<file path="src/spg_chan.sv">
// ****************************************************************
// shared constants
// ****************************************************************
package spg_pkg;
  localparam int NUM_CH = 8;
  localparam int CH_IDX_W = 3;
  localparam int WORD_W = 16;
  localparam int VEL_FIELD_W = 12;
  localparam int SPEED_W = 8;
  localparam logic [SPEED_W-1:0] SPEED_MAX = 8'hFF;
  localparam int DIR_BIT = 15;
  localparam logic [CH_IDX_W-1:0] LAST_CH = 3'h7;
  localparam int CLK_HZ = 125_000_000;
  localparam int CLK_PERIOD_NS = 8;
  localparam int UPDATE_HZ = 107;
  // longest period rounds down to whole cycles
  localparam int UPDATE_CYCLES = CLK_HZ / UPDATE_HZ;
  localparam int ACC_W = 22;
  localparam int STEP_LOW_NS = 2000;
  // least low time rounds up to whole cycles
  localparam int STEP_LOW_CYCLES = (STEP_LOW_NS + CLK_PERIOD_NS - 1) / CLK_PERIOD_NS;
  localparam int LOW_CNT_W = 8;
  localparam logic [NUM_CH-1:0] ALL_WRITTEN = 8'hFF;
  localparam logic [NUM_CH-1:0] MASK_RESET = 8'h00;
  localparam logic [SPEED_W-1:0] SPEED_RESET = 8'h00;

  // clamp the velocity field of a host word to the usable speed range
  function automatic logic [SPEED_W-1:0] spg_clamp(input logic [WORD_W-1:0] word);
    logic [VEL_FIELD_W-1:0] field;
    field = word[VEL_FIELD_W-1:0];
    if (field > VEL_FIELD_W'(SPEED_MAX)) begin
      spg_clamp = SPEED_MAX;
    end else begin
      spg_clamp = field[SPEED_W-1:0];
    end
  endfunction : spg_clamp

  // forward is a high direction level, so the word's top bit is inverted
  function automatic logic spg_dir_level(input logic [WORD_W-1:0] word);
    spg_dir_level = ~word[DIR_BIT];
  endfunction : spg_dir_level
endpackage : spg_pkg

// ****************************************************************
// one step channel: fractional rate accumulator and pulse shaper
// ****************************************************************
module spg_chan
  import spg_pkg::*;
#(
  parameter int PERIOD = UPDATE_CYCLES
) (
  input wire logic clock_i,               // system clock
  input wire logic rst_n_i,               // async reset, active low
  input wire logic [SPEED_W-1:0] speed_i, // steps per update period
  output logic step_n_o                   // step, idles high
);
  logic [ACC_W-1:0] acc;
  logic [ACC_W-1:0] next_acc;
  logic [LOW_CNT_W-1:0] low_cnt;
  logic [LOW_CNT_W-1:0] next_low_cnt;
  logic step_n;
  logic next_step_n;
  logic [ACC_W-1:0] sum;

  // adding speed each cycle and wrapping at PERIOD yields speed pulses
  // per PERIOD, i.e. speed times the update rate, with even spacing
  always_comb begin
    sum = acc + ACC_W'(speed_i);
    next_acc = sum;
    next_low_cnt = low_cnt;
    next_step_n = step_n;
    if (sum >= ACC_W'(PERIOD)) begin // RULE6
      next_acc = sum - ACC_W'(PERIOD);
      next_step_n = 1'b0; // RULE9
      next_low_cnt = LOW_CNT_W'(STEP_LOW_CYCLES - 1);
    end else if (!step_n) begin
      if (low_cnt == '0) begin
        next_step_n = 1'b1; // RULE9
      end else begin
        next_low_cnt = low_cnt - 1'b1;
      end
    end
  end

  always_ff @(posedge clock_i or negedge rst_n_i) begin
    if (!rst_n_i) begin
      acc <= '0;
      low_cnt <= '0;
      step_n <= 1'b1;
    end else begin
      acc <= next_acc;
      low_cnt <= next_low_cnt;
      step_n <= next_step_n;
    end
  end

  assign step_n_o = step_n;
endmodule : spg_chan

</file>
<file path="src/spg_top.sv">
// Functional notes
// RULE1: eight independent step and direction outputs, all running concurrently.
// RULE2: host supplies eight velocity words per update, 12-bit velocity field each.
// RULE3: raise an update request to the host 107 times per second.
// RULE4: host writes the next eight velocity words after every request.
// RULE5: velocity field values up to 255 set the speed directly.
// RULE6: step rate equals velocity times 107 Hz.
// RULE7: velocities above 255 clamp to 255, the maximum rate.
// RULE8: word top bit gives direction: zero forward, one reverse.
// RULE9: step output idles high and pulses low once per motor step.
// RULE10: direction output high for forward, low for reverse.
// RULE11: zero velocity produces no steps; step output stays idle.
module spg_top
  import spg_pkg::*;
#(
  parameter int UPD_CYCLES = UPDATE_CYCLES
) (
  input wire logic clock_i,                  // system clock, 125 MHz
  input wire logic rst_n_i,                  // async reset, active low
  input wire logic vel_we_i,                 // velocity word write strobe
  input wire logic [CH_IDX_W-1:0] vel_chan_i, // channel addressed by the write
  input wire logic [WORD_W-1:0] vel_data_i,  // velocity word: dir bit 15, field 11:0
  output logic [NUM_CH-1:0] step_n_o,        // step pulses, idle high
  output logic [NUM_CH-1:0] dir_o,           // direction, high = forward
  output logic irq_o,                        // update request to the host
  output logic update_tick_o,                // pulse when a new set takes effect
  output logic sync_fault_o                  // pulse: set applied incomplete
);

  // ****************************************************************
  // update period timer
  // ****************************************************************
  logic [ACC_W-1:0] tick_cnt;
  logic [ACC_W-1:0] next_tick_cnt;
  logic tick;
  logic next_tick;

  always_comb begin
    next_tick = 1'b0;
    if (tick_cnt == ACC_W'(UPD_CYCLES - 1)) begin // RULE3
      next_tick_cnt = '0;
      next_tick = 1'b1;
    end else begin
      next_tick_cnt = tick_cnt + 1'b1;
    end
  end

  always_ff @(posedge clock_i or negedge rst_n_i) begin
    if (!rst_n_i) begin
      tick_cnt <= '0;
      tick <= 1'b0;
    end else begin
      tick_cnt <= next_tick_cnt;
      tick <= next_tick;
    end
  end

  // ****************************************************************
  // shadow set written by the host
  // ****************************************************************
  // words land in a shadow set so all eight channels switch together on
  // the tick; a half-written set never reaches the motors mid-period
  logic [SPEED_W-1:0] shadow_speed [NUM_CH];
  logic [SPEED_W-1:0] next_shadow_speed [NUM_CH];
  logic [NUM_CH-1:0] shadow_dir;
  logic [NUM_CH-1:0] next_shadow_dir;
  logic [NUM_CH-1:0] written;
  logic [NUM_CH-1:0] next_written;

  always_comb begin
    next_shadow_speed = shadow_speed;
    next_shadow_dir = shadow_dir;
    next_written = written;
    if (tick) begin
      next_written = MASK_RESET;
    end
    // a write in the tick cycle belongs to the new period and is kept
    if (vel_we_i) begin // RULE2 RULE4
      next_shadow_speed[vel_chan_i] = spg_clamp(vel_data_i); // RULE5 RULE7
      next_shadow_dir[vel_chan_i] = spg_dir_level(vel_data_i); // RULE8
      next_written[vel_chan_i] = 1'b1;
    end
  end

  always_ff @(posedge clock_i or negedge rst_n_i) begin
    if (!rst_n_i) begin
      for (int i = 0; i < NUM_CH; i++) begin
        shadow_speed[i] <= SPEED_RESET;
      end
      shadow_dir <= '1;
      written <= MASK_RESET;
    end else begin
      shadow_speed <= next_shadow_speed;
      shadow_dir <= next_shadow_dir;
      written <= next_written;
    end
  end

  // ****************************************************************
  // active set, request and fault
  // ****************************************************************
  logic [SPEED_W-1:0] speed [NUM_CH];
  logic [SPEED_W-1:0] next_speed [NUM_CH];
  logic [NUM_CH-1:0] dir;
  logic [NUM_CH-1:0] next_dir;
  logic irq;
  logic next_irq;
  logic fault;
  logic next_fault;
  logic upd;

  always_comb begin
    next_speed = speed;
    next_dir = dir;
    next_irq = irq;
    next_fault = 1'b0;
    // a channel the host skipped keeps its last speed; zero stops it
    if (tick) begin
      next_speed = shadow_speed; // RULE11
      next_dir = shadow_dir; // RULE10
      next_fault = (written != ALL_WRITTEN);
    end
    if (vel_we_i && vel_chan_i == LAST_CH) begin
      next_irq = 1'b0;
    end
    // the request set wins over a clear in the same cycle
    if (tick) begin
      next_irq = 1'b1; // RULE3
    end
  end

  always_ff @(posedge clock_i or negedge rst_n_i) begin
    if (!rst_n_i) begin
      for (int i = 0; i < NUM_CH; i++) begin
        speed[i] <= SPEED_RESET;
      end
      dir <= '1;
      irq <= 1'b0;
      fault <= 1'b0;
      upd <= 1'b0;
    end else begin
      speed <= next_speed;
      dir <= next_dir;
      irq <= next_irq;
      fault <= next_fault;
      upd <= tick;
    end
  end

  // ****************************************************************
  // step channels
  // ****************************************************************
  // every channel owns its accumulator, so all eight step concurrently
  for (genvar ch = 0; ch < NUM_CH; ch++) begin : g_chan // RULE1
    spg_chan #(
      .PERIOD(UPD_CYCLES)
    ) u_chan (
      .clock_i(clock_i),
      .rst_n_i(rst_n_i),
      .speed_i(speed[ch]),
      .step_n_o(step_n_o[ch])
    );
  end

  assign dir_o = dir;
  assign irq_o = irq;
  assign sync_fault_o = fault;
  assign update_tick_o = upd;
endmodule : spg_top

</file>
<file path="config.mk">
export PLATFORM = sky130hd
export DESIGN_NAME = spg_top
export DESIGN_NICKNAME = d
export VERILOG_FILES = /design/src/spg_chan.sv /design/src/spg_top.sv
export SDC_FILE = /design/constraint.sdc
export NUM_CORES = 1
export LEC_CHECK = 0
export ABC_AREA = 1
export ABC_CLOCK_PERIOD_IN_PS = 4690
export BUFFER_PORTS_ARGS = -buffer_cell sky130_fd_sc_hd__buf_4
export CAP_MARGIN = 5
export CORE_MARGIN = 3
export CORE_UTILIZATION = 60
export CTS_CLUSTER_SIZE = 24
export DETAILED_ROUTE_END_ITERATION = 7
export HOLD_SLACK_MARGIN = 0.1
export PLACE_DENSITY = 0.86
export SLEW_MARGIN = 10
export SYNTH_ARGS = -nofsm -noshare
export SYNTH_HDL_FRONTEND = slang
export SYNTH_SLANG_ARGS = --single-unit
</file>
<file path="constraint.sdc">
create_clock -name clock_i -period 4.69 [get_ports clock_i]
set_input_delay 0.2345 -clock clock_i [delete_from_list [all_inputs] [get_ports clock_i]]
set_output_delay 0.2345 -clock clock_i [all_outputs]
set_load 0.005 [all_outputs]
</file>
# Yosys cells after proc, flatten, opt, wreduce, memory -nomap -nowiden
# Cells that the tools add are included.
dict set report word_totals {
  input_bits 22
  elab_cells 199
  regBits 426
  output_inout_bits 19
}
dict set report op_classes {
  bitwise 3
  n_eq_ne 19
  reduce_logical 20
  n_lt_le_gt_ge 13
  addsub 25
  muxes 71
}
# operator count
set op_table {}
lappend op_table {{8-bit 2-to-1 mux} 29}
lappend op_table {{22-bit 2-to-1 mux} 9}
lappend op_table {{22-bit by 8-bit adder with 22-bit output} 8}
lappend op_table {{22-bit by 21-bit >= comparator with 1-bit output, second input constant} 8}
lappend op_table {{22-bit by 21-bit subtractor with 22-bit output, second input constant} 8}
lappend op_table {{64-bit bitwise mux} 1}
lappend op_table {{8-bit logical NOT} 8}
lappend op_table {{8-bit by 1-bit subtractor with 8-bit output, second input constant} 8}
lappend op_table {{1-bit 2-to-1 mux} 29}
lappend op_table {{8-bit demux with 3-bit select} 1}
lappend op_table {{22-bit by 1-bit adder with 22-bit output, second input constant} 1}
lappend op_table {{22-bit by 21-bit equality test with 1-bit output, second input constant} 1}
lappend op_table {{2-bit by 1-bit != test with 1-bit output, second input constant} 8}
lappend op_table {{2-bit != test, second input constant} 8}
lappend op_table {{2-bit AND reduction} 8}
lappend op_table {{12-bit by 8-bit > comparator with 1-bit output, second input constant} 1}
lappend op_table {{8-bit bitwise mux} 1}
lappend op_table {{8-bit != test, second input constant} 1}
lappend op_table {{8-bit bitwise OR} 1}
lappend op_table {{4-bit >= comparator, second input constant} 1}
lappend op_table {{3-bit by 4-bit less-than comparator with 1-bit output, second input constant} 1}
lappend op_table {{4-bit by 1-bit less-than comparator with 1-bit output, second input constant} 1}
lappend op_table {{3-bit inverter with 4-bit output} 1}
lappend op_table {{1-bit demux with 3-bit select} 1}
lappend op_table {{other kinds (5)} 7}

# Depth between registers and ports, before layout
# Gate-level depths: netlist (run 1).
dict set report depth {
  word_depth 6
  mapped_depth 22
  mapped_depth_nobuf 21
}

# By module
# Synthesis (run 1) repeated with hierarchy kept, for this count alone.
dict set report hier_totals {
  hier_cells 4478
  hier_area_um2 30727.0
}
# mod seq_area_each_um2 cells_per_inst area_per_inst_um2 instances
set by_module_without_submodules {}
lappend by_module_without_submodules {{spg_chan at g_chan[0].u_chan ...} 777.0 461 2941.6 7}
lappend by_module_without_submodules {spg_top 4474.3 786 7126.8 1}
lappend by_module_without_submodules {{spg_chan at g_chan[5].u_chan} 777.0 465 3009.1 1}

# Worst setup path after synthesis (run 1)
# OpenSTA, ideal clock, no wires.
dict set report synth_path {
  kind {register -> register}
  from {register speed[48] (netlist bit)}
  to {register g_chan[1].u_chan.acc[19]}
  setup_ps 116
  synth_period_minus_slack_ps 2642
  path_buffers 0
  required_ps 4574
  stages_incl_launch_ff 19
  path_slack_ps 2048
  arrival_ps 2526
  cell_sequence {dfrtp_1 -> ha_1 -> fa_1 -> nand3_1 -> nand3_1 -> nand2_1 -> nand2_1 -> nand2_1 -> nand2_1 -> ha_1 -> or2_2 -> nand3_1 -> nand3_1 -> nand2_1 -> nand2_1 -> nand2_1 -> nand2_1 -> nand2_1 -> nand2_1}
}
dict set report synth_via {
  elab_chain_len 3
  word_cells_on_any_way 4
  classes_between {2 x add/sub; 1 x order compare; 1 x mux}
}
# element line
set synth_lines {}
lappend synth_lines {{from (decl)} spg_top.sv:102} ;# logic [SPEED_W-1:0] speed [NUM_CH];
lappend synth_lines {{from (signal assigned)} spg_top.sv:142} ;# speed <= next_speed;
lappend synth_lines {{22-bit by 8-bit adder with 22-bit output (*)} spg_chan.sv:68} ;# sum = acc + ACC_W'(speed_i);
lappend synth_lines {{22-bit by 21-bit subtractor with 22-bit output or 22-bit by 21-bit >= comparator with 1-bit output (tied branches)} {spg_chan.sv:73, spg_chan.sv:72}}
lappend synth_lines {{22-bit 2-to-1 mux (*)} spg_chan.sv:72} ;# if (sum >= ACC_W'(PERIOD)) begin
lappend synth_lines {{named net g_chan[1].u_chan.next_acc[19]} spg_chan.sv:58} ;# logic [ACC_W-1:0] next_acc;
lappend synth_lines {{to (signal assigned)} spg_chan.sv:91} ;# acc <= next_acc;
lappend synth_lines {{to (decl)} spg_chan.sv:57} ;# logic [ACC_W-1:0] acc;
# The timed path passes the listed nets; every way through them passes the cells marked *.
# A chain may end at the register's enable or synchronous reset.

# Worst setup path in the final report (run 1)
dict set report layout_path {
  from {register speed[16] (netlist bit)}
  to {register g_chan[5].u_chan.acc[5]}
}
dict set report layout_via {
  elab_chain_len 3
  word_cells_on_any_way 4
  classes_between {2 x add/sub; 1 x order compare; 1 x mux}
}
# element line
set layout_lines {}
lappend layout_lines {{22-bit by 8-bit adder with 22-bit output (*)} spg_chan.sv:68}
lappend layout_lines {{22-bit by 21-bit subtractor with 22-bit output or 22-bit by 21-bit >= comparator with 1-bit output (tied branches)} {spg_chan.sv:73, spg_chan.sv:72}}
lappend layout_lines {{22-bit 2-to-1 mux (*)} spg_chan.sv:72}
lappend layout_lines {{named net g_chan[5].u_chan.next_acc[5]} spg_chan.sv:58}
lappend layout_lines {{to (signal assigned)} spg_chan.sv:91}
lappend layout_lines {{to (decl)} spg_chan.sv:57}
# Marks and branches as above.

==> results of run 1 <==
-- where the power goes --
part           switching, W  internal (W)  leakage (nW)
logic              0.000150     0.0000679          11.7
clock network       0.00158       0.00218         0.764
registers         0.0000670       0.00380          5.65
total               0.00180       0.00605          18.1
-- per-stage QoR --
step	setup WS, ps	area, sq um	util
finish	1090	31900	0.662
global route	823	31900	0.662
CTS	1100	31900	0.662
detailed placement	1140	30300	0.628
global placement	1250	30300	0.628
floorplan	2050	29500	-
-- cells by family (layout without fill, tap and decap cells) --
group | Yosys count | in the layout | share of synthesized area
xor gates and xnor gates | 134 | 134 | 0.0398
adders and majority gates | 97 | 97 | 0.0432
buffers and inverters | 619 | 689 | 0.0856
AOI/OAI and AO/OA | 221 | 221 | 0.0413
DFF | 426 | 426 | 0.362
other | 0 | 1 | 0
and+or+nand+nor | 2976 | 2976 | 0.428
-- layer usage --
metal  GRT usage  up-vias  share of wire
met5           0        -              0
met2       0.453      666           0.48
met1       0.344    12700           0.45
met4      0.0900        0          0.027
met3      0.0297      135          0.049
li1            -    14100              -
-- cell usage in the layout (no fill, tap or decap), types with 3 or more instances in the layout --
cell type	synthesis	final
nand2_1	1896	1896
inv_1	531	531
nand3_1	411	411
dfrtp_1	402	401
nor2_1	360	360
o21ai_0	108	108
xor2_1	96	96
ha_1	89	89
nand4_1	67	67
nand2_2	60	60
a21oi_1	49	49
nor3_1	48	48
clkbuf_16	0	48
buf_4	17	39
xnor2_1	38	38
o21ai_1	36	36
nand3b_1	31	31
nor2_2	25	25
dfstp_2	24	24
nand3_2	20	20
inv_2	18	18
a21oi_2	14	14
or2_2	13	13
or2_1	11	11
nor4_1	10	10
clkinv_2	0	10
clkbuf_1	24	9
fa_1	8	8
clkbuf_8	0	8
nor2_4	6	6
dlygate4sd3_1	0	6
nor3_2	5	5
and2_1	4	4
nand3_4	4	4
a41oi_1	4	4
clkinvlp_4	0	4
a21boi_2	3	3
inv_6	1	3
bufinv_16	0	3
buf_12	0	3
-- worst max-delay path: cells and delay by family, from the launching register on --
kind / cells / cell delay [ps]
AND/OR/NAND/NOR: 14 / 2030
buffers and inverters: 2 / 350
flip-flops: 1 / 390
adder cells (fa/ha/maj): 2 / 700
-- worst max-delay path by stage --
stage | slack, ps | end | startpoint | depth (start not counted)
6_report | 1090 | g_chan[5].u_chan.acc[5] | speed[16] | 18
5_1_grt | 820 | g_chan[5].u_chan.acc[5] | speed[16] | 18
4_1_cts | 1100 | g_chan[5].u_chan.acc[5] | speed[16] | 18
3_5_place_dp | 1140 | g_chan[5].u_chan.low_cnt[5] | g_chan[5].u_chan.acc[0] | 18
3_3_place_gp | 1250 | g_chan[5].u_chan.acc[5] | speed[16] | 18
2_1_floorplan | 2050 | g_chan[1].u_chan.acc[19] | speed[48] | 18
-- flip-flops by register name (all words and copies together) (netlist names) --
| name | flops |
|---|---|
| shadow_dir | 8 |
| dir_o | 8 |
| written | 8 |
| irq_o | 1 |
| g_chan.u_chan.step_n_o | 8 |
| tick | 1 |
| speed | 64 |
| update_tick_o | 1 |
| g_chan.u_chan.low_cnt | 64 |
| tick_cnt | 22 |
| shadow_speed | 64 |
| g_chan.u_chan.acc | 176 |
| sync_fault_o | 1 |
-- cell type report --
class	instances	area [sq um]
sequential	426	10700
antenna	1	2.50
timing repair buffer	49	428
tap	656	821
inverter	554	2090
fill	4136	16300
multi-input combinational	3428	16300
clock buffer	65	1350
clock inverter	21	215
==> impl_metrics.env, run 1 <==
export IMPL_status="completed"
export IMPL_r2r_start="speed[16]"
export IMPL_hpwl_mm=49.9
export IMPL_ys_flop_type="dfrtp_1"
export IMPL_vias_per_cell=5.31
export IMPL_ant_nets=0
export IMPL_die_h_um=228
export IMPL_portBuffers=37
export IMPL_drive_gt1_frac=0.0704
export IMPL_cts_htree_levels=2
export IMPL_synthArstFlopShare=1.00
export IMPL_synth_top_cell_area_share=0.341
export IMPL_reg2reg_to="g_chan[5].u_chan.acc[5]"
export IMPL_hold_violations=0
export IMPL_max_slew_margin_rel=0.220
export IMPL_drc=0
export IMPL_gp_congestion=0.946
export IMPL_syn_avg_cell_area_sq_um=6.60
export IMPL_dp_cells=5107
export IMPL_yosysSeqAreaShare=0.362
export IMPL_path_max_fanout=32
export IMPL_grt_total_usage=0.262
export IMPL_syn_nets=4592
export IMPL_worst_setup_path_end_kind="flop"
export IMPL_detail_route_wl_per_cell_um=13.2
export IMPL_start_util=0.613
export IMPL_min_path_cells=3
export IMPL_reg2reg_depth=18
export IMPL_die_area_sq_um=51900
export IMPL_p_per_area_nw_per_um2=246
export IMPL_synth_edf_count=0
export IMPL_max_cap_viol_count=0
export IMPL_finalClockSkew_ps=18.8
export IMPL_crit_chain="ha_1, fa_1, nand3_1, nand3_1, nand2_1, nand2_1, nand2_1, nand2_1, nor2_1, nand2_1, inv_1, nand2_1, nand2_2, nand2_1, nand3_2, inv_2, nand2_1, nand2_1"
export IMPL_slowest_stage="nand3_2"
export IMPL_cts_tree="built"
export IMPL_setup_viol=0
export IMPL_hold_start="vel_data_i[2]"
export IMPL_cts_resized=0
export IMPL_vdd_drop_max_v=0.000275
export IMPL_die_x_um=228
export IMPL_row_count=80
export IMPL_cts_path_max_buffers=3
export IMPL_pin_count=41
export IMPL_critPathMaxStageDelay_ps=490
export IMPL_clock_sinks=426
export IMPL_nets=4625
export IMPL_grt_max_degree=112
export IMPL_num_vias=27600
export IMPL_drt_total_wl_mm=68.5
export IMPL_grt_ovfl_total=0
export IMPL_post_route_period_util=0.768
export IMPL_cp_required_ps=5160
export IMPL_post_cts_buffers=0
export IMPL_syn_area_sq_um=29500
export IMPL_coreArea_sq_um=48100
export IMPL_rsz0062_at_grt="false"
export IMPL_finalCriticalPeriod_ps=3600
export IMPL_cts_root_buf="clkbuf_16"
export IMPL_worst_pin_slew_ps=1170
export IMPL_synth_common_cells="1896 x nand2_1, 531 x inv_1, 411 x nand3_1"
export IMPL_cts_hold_buf=6
export IMPL_fmaxAchievable_ghz=0.278
export IMPL_tns_ps=0
export IMPL_crit_arrival_ps=4070
export IMPL_syn_instance_count=4473
export IMPL_leakagePower_nw=18.1
export IMPL_whs_endpoint="shadow_speed[10]"
export IMPL_synth_cell_types=50
export IMPL_hp_class="primary input to flop"
export IMPL_antenna_found_initial=2
export IMPL_reg2reg_setup_slack_ps=1090
export IMPL_power_w=0.00785
export IMPL_clock_latency_ps=600
export IMPL_path_class="flop to flop"
export IMPL_cts_buffers=47
export IMPL_drt_iter0_markers=1984
export IMPL_grt_pass1_vias=26200
export IMPL_cp_common_cell="nand2_1"
export IMPL_clkTransAtPathRegs_ps=60
export IMPL_first_pass_iters=5
export IMPL_crit_path_start_kind="flop"
export IMPL_grt_pass1_wl_mm=118
export IMPL_yosysWarnings=0
export IMPL_yosysTopAreaCell="dfrtp_1"
export IMPL_synth_area_leaders="dfrtp_1 34%, nand2_1 24%, nand3_1 7.0%, inv_1 6.8%, nor2_1 4.6%"
export IMPL_synth_seq_cells=426
export IMPL_synth_most_common_cell="nand2_1"
export IMPL_stdcell_count=5200
export IMPL_syn2layout_area_growth_pct=8.05
export IMPL_whs_ps=143
export IMPL_slew_violations=0
Note: power is estimated with default switching activity, not from simulation.
==> run 2: changes to the inputs <==
Settings changed: ABC_CLOCK_PERIOD_IN_PS 4690 to 3100, CORE_UTILIZATION 60 to 58, PLACE_DENSITY 0.86 to 0.87.
Clock period 4.69 ns to 3.1 ns, I/O delays scaled along.
==> run 2 against run 1 <==
Highest routed layer unchanged. Critical path type unchanged. Largest cell class unchanged. Sequential power rose by 51%. Die area rose by 3.4%. Flip-flop and latch count did not move. First-iteration DRC count rose by 11%. Clock-buffer cell count fell by 9.
==> impl_metrics.env, run 2 (same netlist as run 1, synthesis figures left out) <==
export IMPL_cts_root_buf="clkbuf_16"
export IMPL_top_usage_layer="met2"
export IMPL_nets=4679
export IMPL_pin_count=41
export IMPL_drive_gt1_frac=0.0892
export IMPL_die_area_sq_um=53600
export IMPL_status="completed"
export IMPL_first_pass_iters=6
export IMPL_use_met2=0.459
export IMPL_setup_viol=0
export IMPL_clock_latency_ps=590
export IMPL_clkTransAtPathRegs_ps=60
export IMPL_final_cell_mix="1888 x nand2_1, 531 x inv_1, 407 x nand3_1"
export IMPL_gp_congestion=0.944
export IMPL_p_per_area_nw_per_um2=371
export IMPL_cts_htree_levels=2
export IMPL_syn2layout_area_growth_pct=10.5
export IMPL_leakagePower_nw=18.4
export IMPL_post_route_period_util=0.949
export IMPL_dp_cells=5164
export IMPL_grt_total_usage=0.264
export IMPL_rsz0062_at_grt="true"
export IMPL_max_slew_margin_rel=0.200
export IMPL_start_util=0.588
export IMPL_vdd_drop_max_v=0.000371
export IMPL_drc=0
export IMPL_grt_pass1_vias=26700
export IMPL_final_common_cell="nand2_1"
export IMPL_max_cap_viol_count=0
export IMPL_slew_violations=0
export IMPL_detail_route_wl_per_cell_um=13.5
export IMPL_hold_violations=0
export IMPL_worst_pin_slew_ps=1200
export IMPL_fmaxAchievable_ghz=0.340
export IMPL_coreArea_sq_um=50200
export IMPL_path_max_fanout=9
export IMPL_drt_iter0_markers=2212
export IMPL_portBuffers=37
export IMPL_worst_setup_path_end_kind="flop"
export IMPL_grt_pass1_wl_mm=120
export IMPL_antenna_found_initial=2
export IMPL_hpwl_mm=51.7
export IMPL_cts_tree="built"
export IMPL_grt_use_met3=0.0371
export IMPL_finalClockSkew_ps=17.1
export IMPL_drt_total_wl_mm=71.1
export IMPL_crit_arrival_ps=3450
export IMPL_finalCriticalPeriod_ps=2940
export IMPL_cts_buffers=48
export IMPL_ant_nets=0
export IMPL_largest_reg_flops=176
export IMPL_crit_path_start_kind="flop"
export IMPL_die_x_um=232
export IMPL_cts_path_max_buffers=3
export IMPL_path_class="flop to flop"
export IMPL_num_vias=28200
export IMPL_row_count=82
export IMPL_design_area_sq_um=32600
export IMPL_die_h_um=232
export IMPL_grt_max_degree=80
export IMPL_setup_slack_ps=159
export IMPL_cp_required_ps=3610
export IMPL_place_area_sq_um=30700
export IMPL_hp_class="primary input to flop"
export IMPL_clock_sinks=426
export IMPL_grtUsageMet1=0.339
export IMPL_grt_ovfl_total=0
export IMPL_vias_per_cell=5.35
export IMPL_stdcell_count=5270
export IMPL_post_place_ws_ps=-160
export IMPL_largest_register="g_chan.u_chan.acc"
-- run 2: what timing repair did --
action                     CTS  global route
buffers inserted             0             4
hold endpoints to repair   224             0
gates cloned                 0             1
setup endpoints to repair   23           161
hold buffers                13             0
gates resized for setup      1            50
pin swaps                    0             3
-- run 2: critical path, cell delays in order, from the launching register on --
cell	delay, ps
dfrtp_1	390
ha_2	210
fa_2	430
nand2_1	90
nand3_1	80
nand3_1	150
nand2_1	140
nand2_1	90
nand2_1	100
nor3_1	260
nand3_1	200
nor2_2	190
nand2_1	80
nand3_2	130
buf_4	180
nand3_1	80
nand2_1	80
-- run 2: worst paths after layout --
| kind | to | start | slack, ps | depth (start not counted) |
|---|---|---|---|---|
| setup / recovery | g_chan[5].u_chan.acc[21] | speed[16] | 160 | 16 |
| hold / removal | shadow_speed[36] | vel_data_i[4] | 160 | 3 |
| setup reg to reg | g_chan[5].u_chan.acc[21] | speed[16] | 160 | 16 |
| hold reg to reg | dir_o[7] | dir_o[7] | 460 | 2 |
| max in group asynchronous | g_chan[1].u_chan.step_n_o | rst_n_i | 2010 | 3 |
| min in group asynchronous | g_chan[2].u_chan.low_cnt[5] | rst_n_i | 170 | 2 |
-- run 2: final cells by class --
class / instances / area [sq um]
Tap cell: 672 / 841
Antenna cell: 1 / 2.50
Clock inverter: 31 / 335
Multi-Input combinational cell: 3429 / 16400
Timing Repair Buffer: 101 / 922
Inverter: 554 / 2100
Sequential cell: 426 / 10700
Fill cell: 4232 / 17600
Clock buffer: 56 / 1280
-- run 2: stage by stage --
stage,utilization,power (W),hold WS (ps),setup TNS (ps)
2_1_floorplan,-,0.00606,-141,0
3_3_place_gp,0.611,0.00625,204,-453
3_5_place_dp,0.611,0.00628,196,-2060
4_1_cts,0.646,0.0122,109,0
5_1_grt,0.650,0.0125,161,-215
6_report,0.650,0.0121,165,0
-- run 2: where the power goes --
part | leakage, nW | switching (W) | total [W] | internal, W
Combinational | 12.0 | 0.000234 | 0.000351 | 0.000117
Sequential | 5.65 | 0.000105 | 0.00586 | 0.00575
Clock | 0.767 | 0.00248 | 0.00589 | 0.00340
-- run 2: routing by layer --
layer  up-vias  wire (um)
li1      14200          -
met3       153       3950
met2       778      34100
met1     13100      31100
met5         -          0
met4         0       1920
==> run 3: changes to the inputs <==
Settings changed: ABC_CLOCK_PERIOD_IN_PS 3100 to 2500.
Clock period 3.1 ns to 2.5 ns, I/O delays scaled along.
==> run 3 against run 2 <==
The flow now stops in global routing (5_1_grt). Synthesized cell count did not move. Synthesized area did not move.
==> impl_metrics.env, run 3 <==
export IMPL_synth_top_cell_area_share=0.341
export IMPL_syn_nets=4592
export IMPL_start_util=0.588
export IMPL_die_h_um=232
export IMPL_yosysWarnings=0
export IMPL_yosysSeqAreaShare=0.362
export IMPL_cts_path_max_buffers=3
export IMPL_pin_count=41
export IMPL_synth_seq_cells=426
export IMPL_haltStage="global routing (5_1_grt)"
export IMPL_error="[ERROR GRT-0229] Vertical edge usage exceeds the maximum allowed. (8, 21) usage=65535 limit=2200"
export IMPL_syn_avg_cell_area_sq_um=6.60
export IMPL_hpwl_mm=55.5
export IMPL_row_count=82
export IMPL_synthArstFlopShare=1.00
export IMPL_die_x_um=232
export IMPL_cts_root_buf="clkbuf_16"
export IMPL_ys_flop_type="dfrtp_1"
export IMPL_status="stopped before the end"
export IMPL_grt_max_degree=79
export IMPL_syn_area_sq_um=29500
export IMPL_yosysTopAreaCell="dfrtp_1"
export IMPL_synth_common_cells="1896 x nand2_1, 531 x inv_1, 411 x nand3_1"
export IMPL_syn_instance_count=4473
export IMPL_synth_most_common_cell="nand2_1"
export IMPL_cts_buffers=48
export IMPL_synth_edf_count=0
export IMPL_crit_endpoint="g_chan[2].u_chan.acc[11]$_DFF_PN0_/D"
export IMPL_synth_area_leaders="dfrtp_1 34%, nand2_1 24%, nand3_1 7.0%, inv_1 6.8%, nor2_1 4.6%"
export IMPL_cts_htree_levels=2
export IMPL_synth_cell_types=50
export IMPL_portBuffers=37
export IMPL_clock_sinks=426
export IMPL_worst_ep_kind="sequential cell input"
export IMPL_gp_congestion=0.958
## run 3: cell families after synthesis
| family | count (synthesis) | share of synthesized area |
|---|---|---|
| and+or+nand+nor | 2976 | 0.428 |
| buffers and inverters | 619 | 0.0856 |
| DFF | 426 | 0.362 |
| AOI/OAI and AO/OA | 221 | 0.0413 |
| xor gates and xnor gates | 134 | 0.0398 |
| adders and majority gates | 97 | 0.0432 |
## run 3: what timing repair did
item                                    in CTS
gates cloned                                24
hold buffers                                16
hold endpoints to repair                   478
resized for setup                          558
endpoints found under the setup margin     208
pin swaps                                  218
buffers inserted                            96
## run 3: per-stage QoR
step           area (sq um)  utilization  std cells  hold slack, ps  setup WS (ps)
2_1_floorplan         29600            -       4473            -171          -18.0
3_3_place_gp          33200        0.662       5491             129           -495
3_5_place_dp          33200        0.662       5491             129           -618
4_1_cts               38400        0.765       5717             171           -142
==> run 4: changes to the inputs <==
Settings changed: ABC_CLOCK_PERIOD_IN_PS 2500 to 3200, CORE_UTILIZATION 58 to 40, CTS_CLUSTER_SIZE 24 to not set, HOLD_SLACK_MARGIN 0.1 to not set, PLACE_DENSITY 0.87 to not set, PLACE_DENSITY_LB_ADDON set to 0.15.
Clock period 2.5 ns to 3.2 ns, I/O delays scaled along.
==> run 4 against run 3 <==
The run now ends clean.
==> impl_metrics.env, run 4 (same netlist as run 1, synthesis figures left out) <==
export IMPL_grt_pass1_wl_mm=124
export IMPL_slew_violations=0
export IMPL_path_max_fanout=14
export IMPL_hp_class="primary input to flop"
export IMPL_p_per_area_nw_per_um2=375
export IMPL_max_slew_margin_rel=0.299
export IMPL_row_count=98
export IMPL_vdd_drop_max_v=0.000399
export IMPL_drc=0
export IMPL_cts_htree_levels=2
export IMPL_portBuffers=37
export IMPL_hold_start="vel_data_i[5]"
export IMPL_start_util=0.408
export IMPL_worstSetupEndpoint="g_chan[5].u_chan.acc[13]"
export IMPL_coreArea_sq_um=72200
export IMPL_diodes=0
export IMPL_clkTransAtPathRegs_ps=60
export IMPL_grt_pass1_vias=25900
export IMPL_fmaxAchievable_ghz=0.337
export IMPL_reg2reg_depth=17
export IMPL_setup_viol=0
export IMPL_reg2reg_to="g_chan[5].u_chan.acc[13]"
export IMPL_vias_per_cell=4.82
export IMPL_cts_root_buf="clkbuf_16"
export IMPL_final_cell_mix="1894 x nand2_1, 531 x inv_1, 409 x nand3_1"
export IMPL_clock_latency_ps=610
export IMPL_crit_path_start_kind="flop"
export IMPL_leakagePower_nw=18.6
export IMPL_path_depth=17
export IMPL_internal_power_w=0.00963
export IMPL_num_vias=26800
export IMPL_cts_path_max_buffers=3
export IMPL_cts_buffers=53
export IMPL_p_comb_frac=0.026
export IMPL_cts_tree="built"
export IMPL_design_area_sq_um=33200
export IMPL_n_fill_cell=7386
export IMPL_r2r_start="speed[16]"
export IMPL_worst_setup_path_end_kind="flop"
export IMPL_reg2reg_setup_slack_ps=230
export IMPL_final_common_cell="nand2_1"
export IMPL_crit_chain="ha_1, fa_2, nand2_1, nand3_1, nand3_1, nand2_1, nand2_1, nand3_1, nand2_1, nand2_1, nor2_2, nand2_1, nor2_1, nand2_1, nand3_4, clkbuf_16, o21ai_1"
export IMPL_antenna_found_initial=2
export IMPL_seqPwrFrac=0.455
export IMPL_critPathMaxStageDelay_ps=400
export IMPL_finalCriticalPeriod_ps=2970
export IMPL_crit_arrival_ps=3450
export IMPL_grt_max_degree=85
export IMPL_die_area_sq_um=77000
export IMPL_syn2layout_area_growth_pct=12.6
export IMPL_crit_family="simple AND/OR/NAND/NOR gates"
export IMPL_post_place_ws_ps=-90.2
export IMPL_worst_pin_slew_ps=1050
export IMPL_slowest_stage="fa_2"
export IMPL_cp_common_cell="nand2_1"
export IMPL_die_h_um=278
export IMPL_swShare=0.227
export IMPL_power_switching_w=0.00283
export IMPL_ant_nets=0
export IMPL_dp_cells=5464
export IMPL_first_pass_iters=6
export IMPL_finalClockSkew_ps=11.4
export IMPL_status="completed"
export IMPL_hpwl_mm=54.5
export IMPL_detail_route_wl_per_cell_um=13.0
export IMPL_grt_total_usage=0.189
export IMPL_cp_required_ps=3680
export IMPL_post_route_period_util=0.928
export IMPL_grt_ovfl_total=0
export IMPL_clock_sinks=426
export IMPL_post_cts_buffers=0
export IMPL_place_area_sq_um=31100
export IMPL_nets=4699
export IMPL_p_clk_frac=0.520
export IMPL_cp_num_buf_inv=1
export IMPL_pin_count=41
export IMPL_startpoint="speed[16]"
export IMPL_die_x_um=278
export IMPL_drive_gt1_frac=0.0896
export IMPL_gp_congestion=0.880
export IMPL_max_cap_viol_count=0
export IMPL_largest_register="g_chan.u_chan.acc"
export IMPL_path_class="flop to flop"
export IMPL_drt_total_wl_mm=72.6
export IMPL_hold_violations=0
export IMPL_drt_iter0_markers=1508
export IMPL_stdcell_count=5573
export IMPL_largest_reg_flops=176
export IMPL_setup_slack_ps=231
## run 4: area by class of cell
type,count,area [sq um],area share
clock buffers,63,1440,0.0432
repair buffers,117,1020,0.0306
flip-flops and latches,426,10700,0.322
multi-input cells,3428,16300,0.492
well taps,950,1190,0.0358
inverters,554,2100,0.0631
clock inverters,35,455,0.0137
## run 4: worst min-delay path by stage
| stage | cells after the start | endpoint | slack (ps) |
|---|---|---|---|
| after CTS | 4 | shadow_speed[46] | 10 |
| after global placement | 1 | g_chan[2].u_chan.low_cnt[7] | 220 |
| after global routing | 4 | shadow_speed[53] | 30 |
| after floorplan | 0 | g_chan[0].u_chan.acc[0] | -140 |
| final | 4 | shadow_speed[61] | 50 |
| after detailed placement | 1 | g_chan[2].u_chan.low_cnt[7] | 220 |
## run 4: power groups by stage
stage          Clock, W  Combinational (W)  Sequential (W)
6_report        0.00647           0.000323         0.00566
5_1_grt         0.00692           0.000391         0.00568
4_1_cts         0.00669           0.000338         0.00566
3_5_place_dp          0           0.000327         0.00576
3_3_place_gp          0           0.000321         0.00575
2_1_floorplan         0           0.000137         0.00573
## run 4: worst reg2reg max path, cell delays in order, from the launching register on
cell and delay [ps]:
dfrtp_1 390, ha_1 250, fa_2 400, nand2_1 90
nand3_1 70, nand3_1 140, nand2_1 160, nand2_1 110
nand3_1 70, nand2_1 110, nand2_1 120, nor2_2 170
nand2_1 70, nor2_1 180, nand2_1 140, nand3_4 140
clkbuf_16 200, o21ai_1 70
## run 4: metrics by stage
step / setup TNS (ps) / power, W / hold slack, ps / utilization
2_1_floorplan: 0 / 0.00587 / -136 / -
3_3_place_gp: -100 / 0.00607 / 223 / 0.431
3_5_place_dp: -369 / 0.00608 / 222 / 0.431
4_1_cts: 0 / 0.0127 / 12.9 / 0.459
5_1_grt: -71.6 / 0.0130 / 33.4 / 0.460
6_report: 0 / 0.0125 / 50.4 / 0.460
## run 4: timing repair
item                                   in CTS  in global routing
endpoints found under the hold margin      97                  0
gates resized for setup                     1                 23
setup endpoints to repair                  22                 83
hold buffers                               10                  0
gates cloned                                0                  1
pin swaps                                   0                  1
## run 4: metal layers
layer | global-route usage | share of wire | vias up
li1 | - | - | 14200
met1 | 0.259 | 0.49 | 12200
met2 | 0.318 | 0.45 | 345
met3 | 0.0253 | 0.036 | 104
met4 | 0.0438 | 0.021 | 0
met5 | 0 | 0 | -
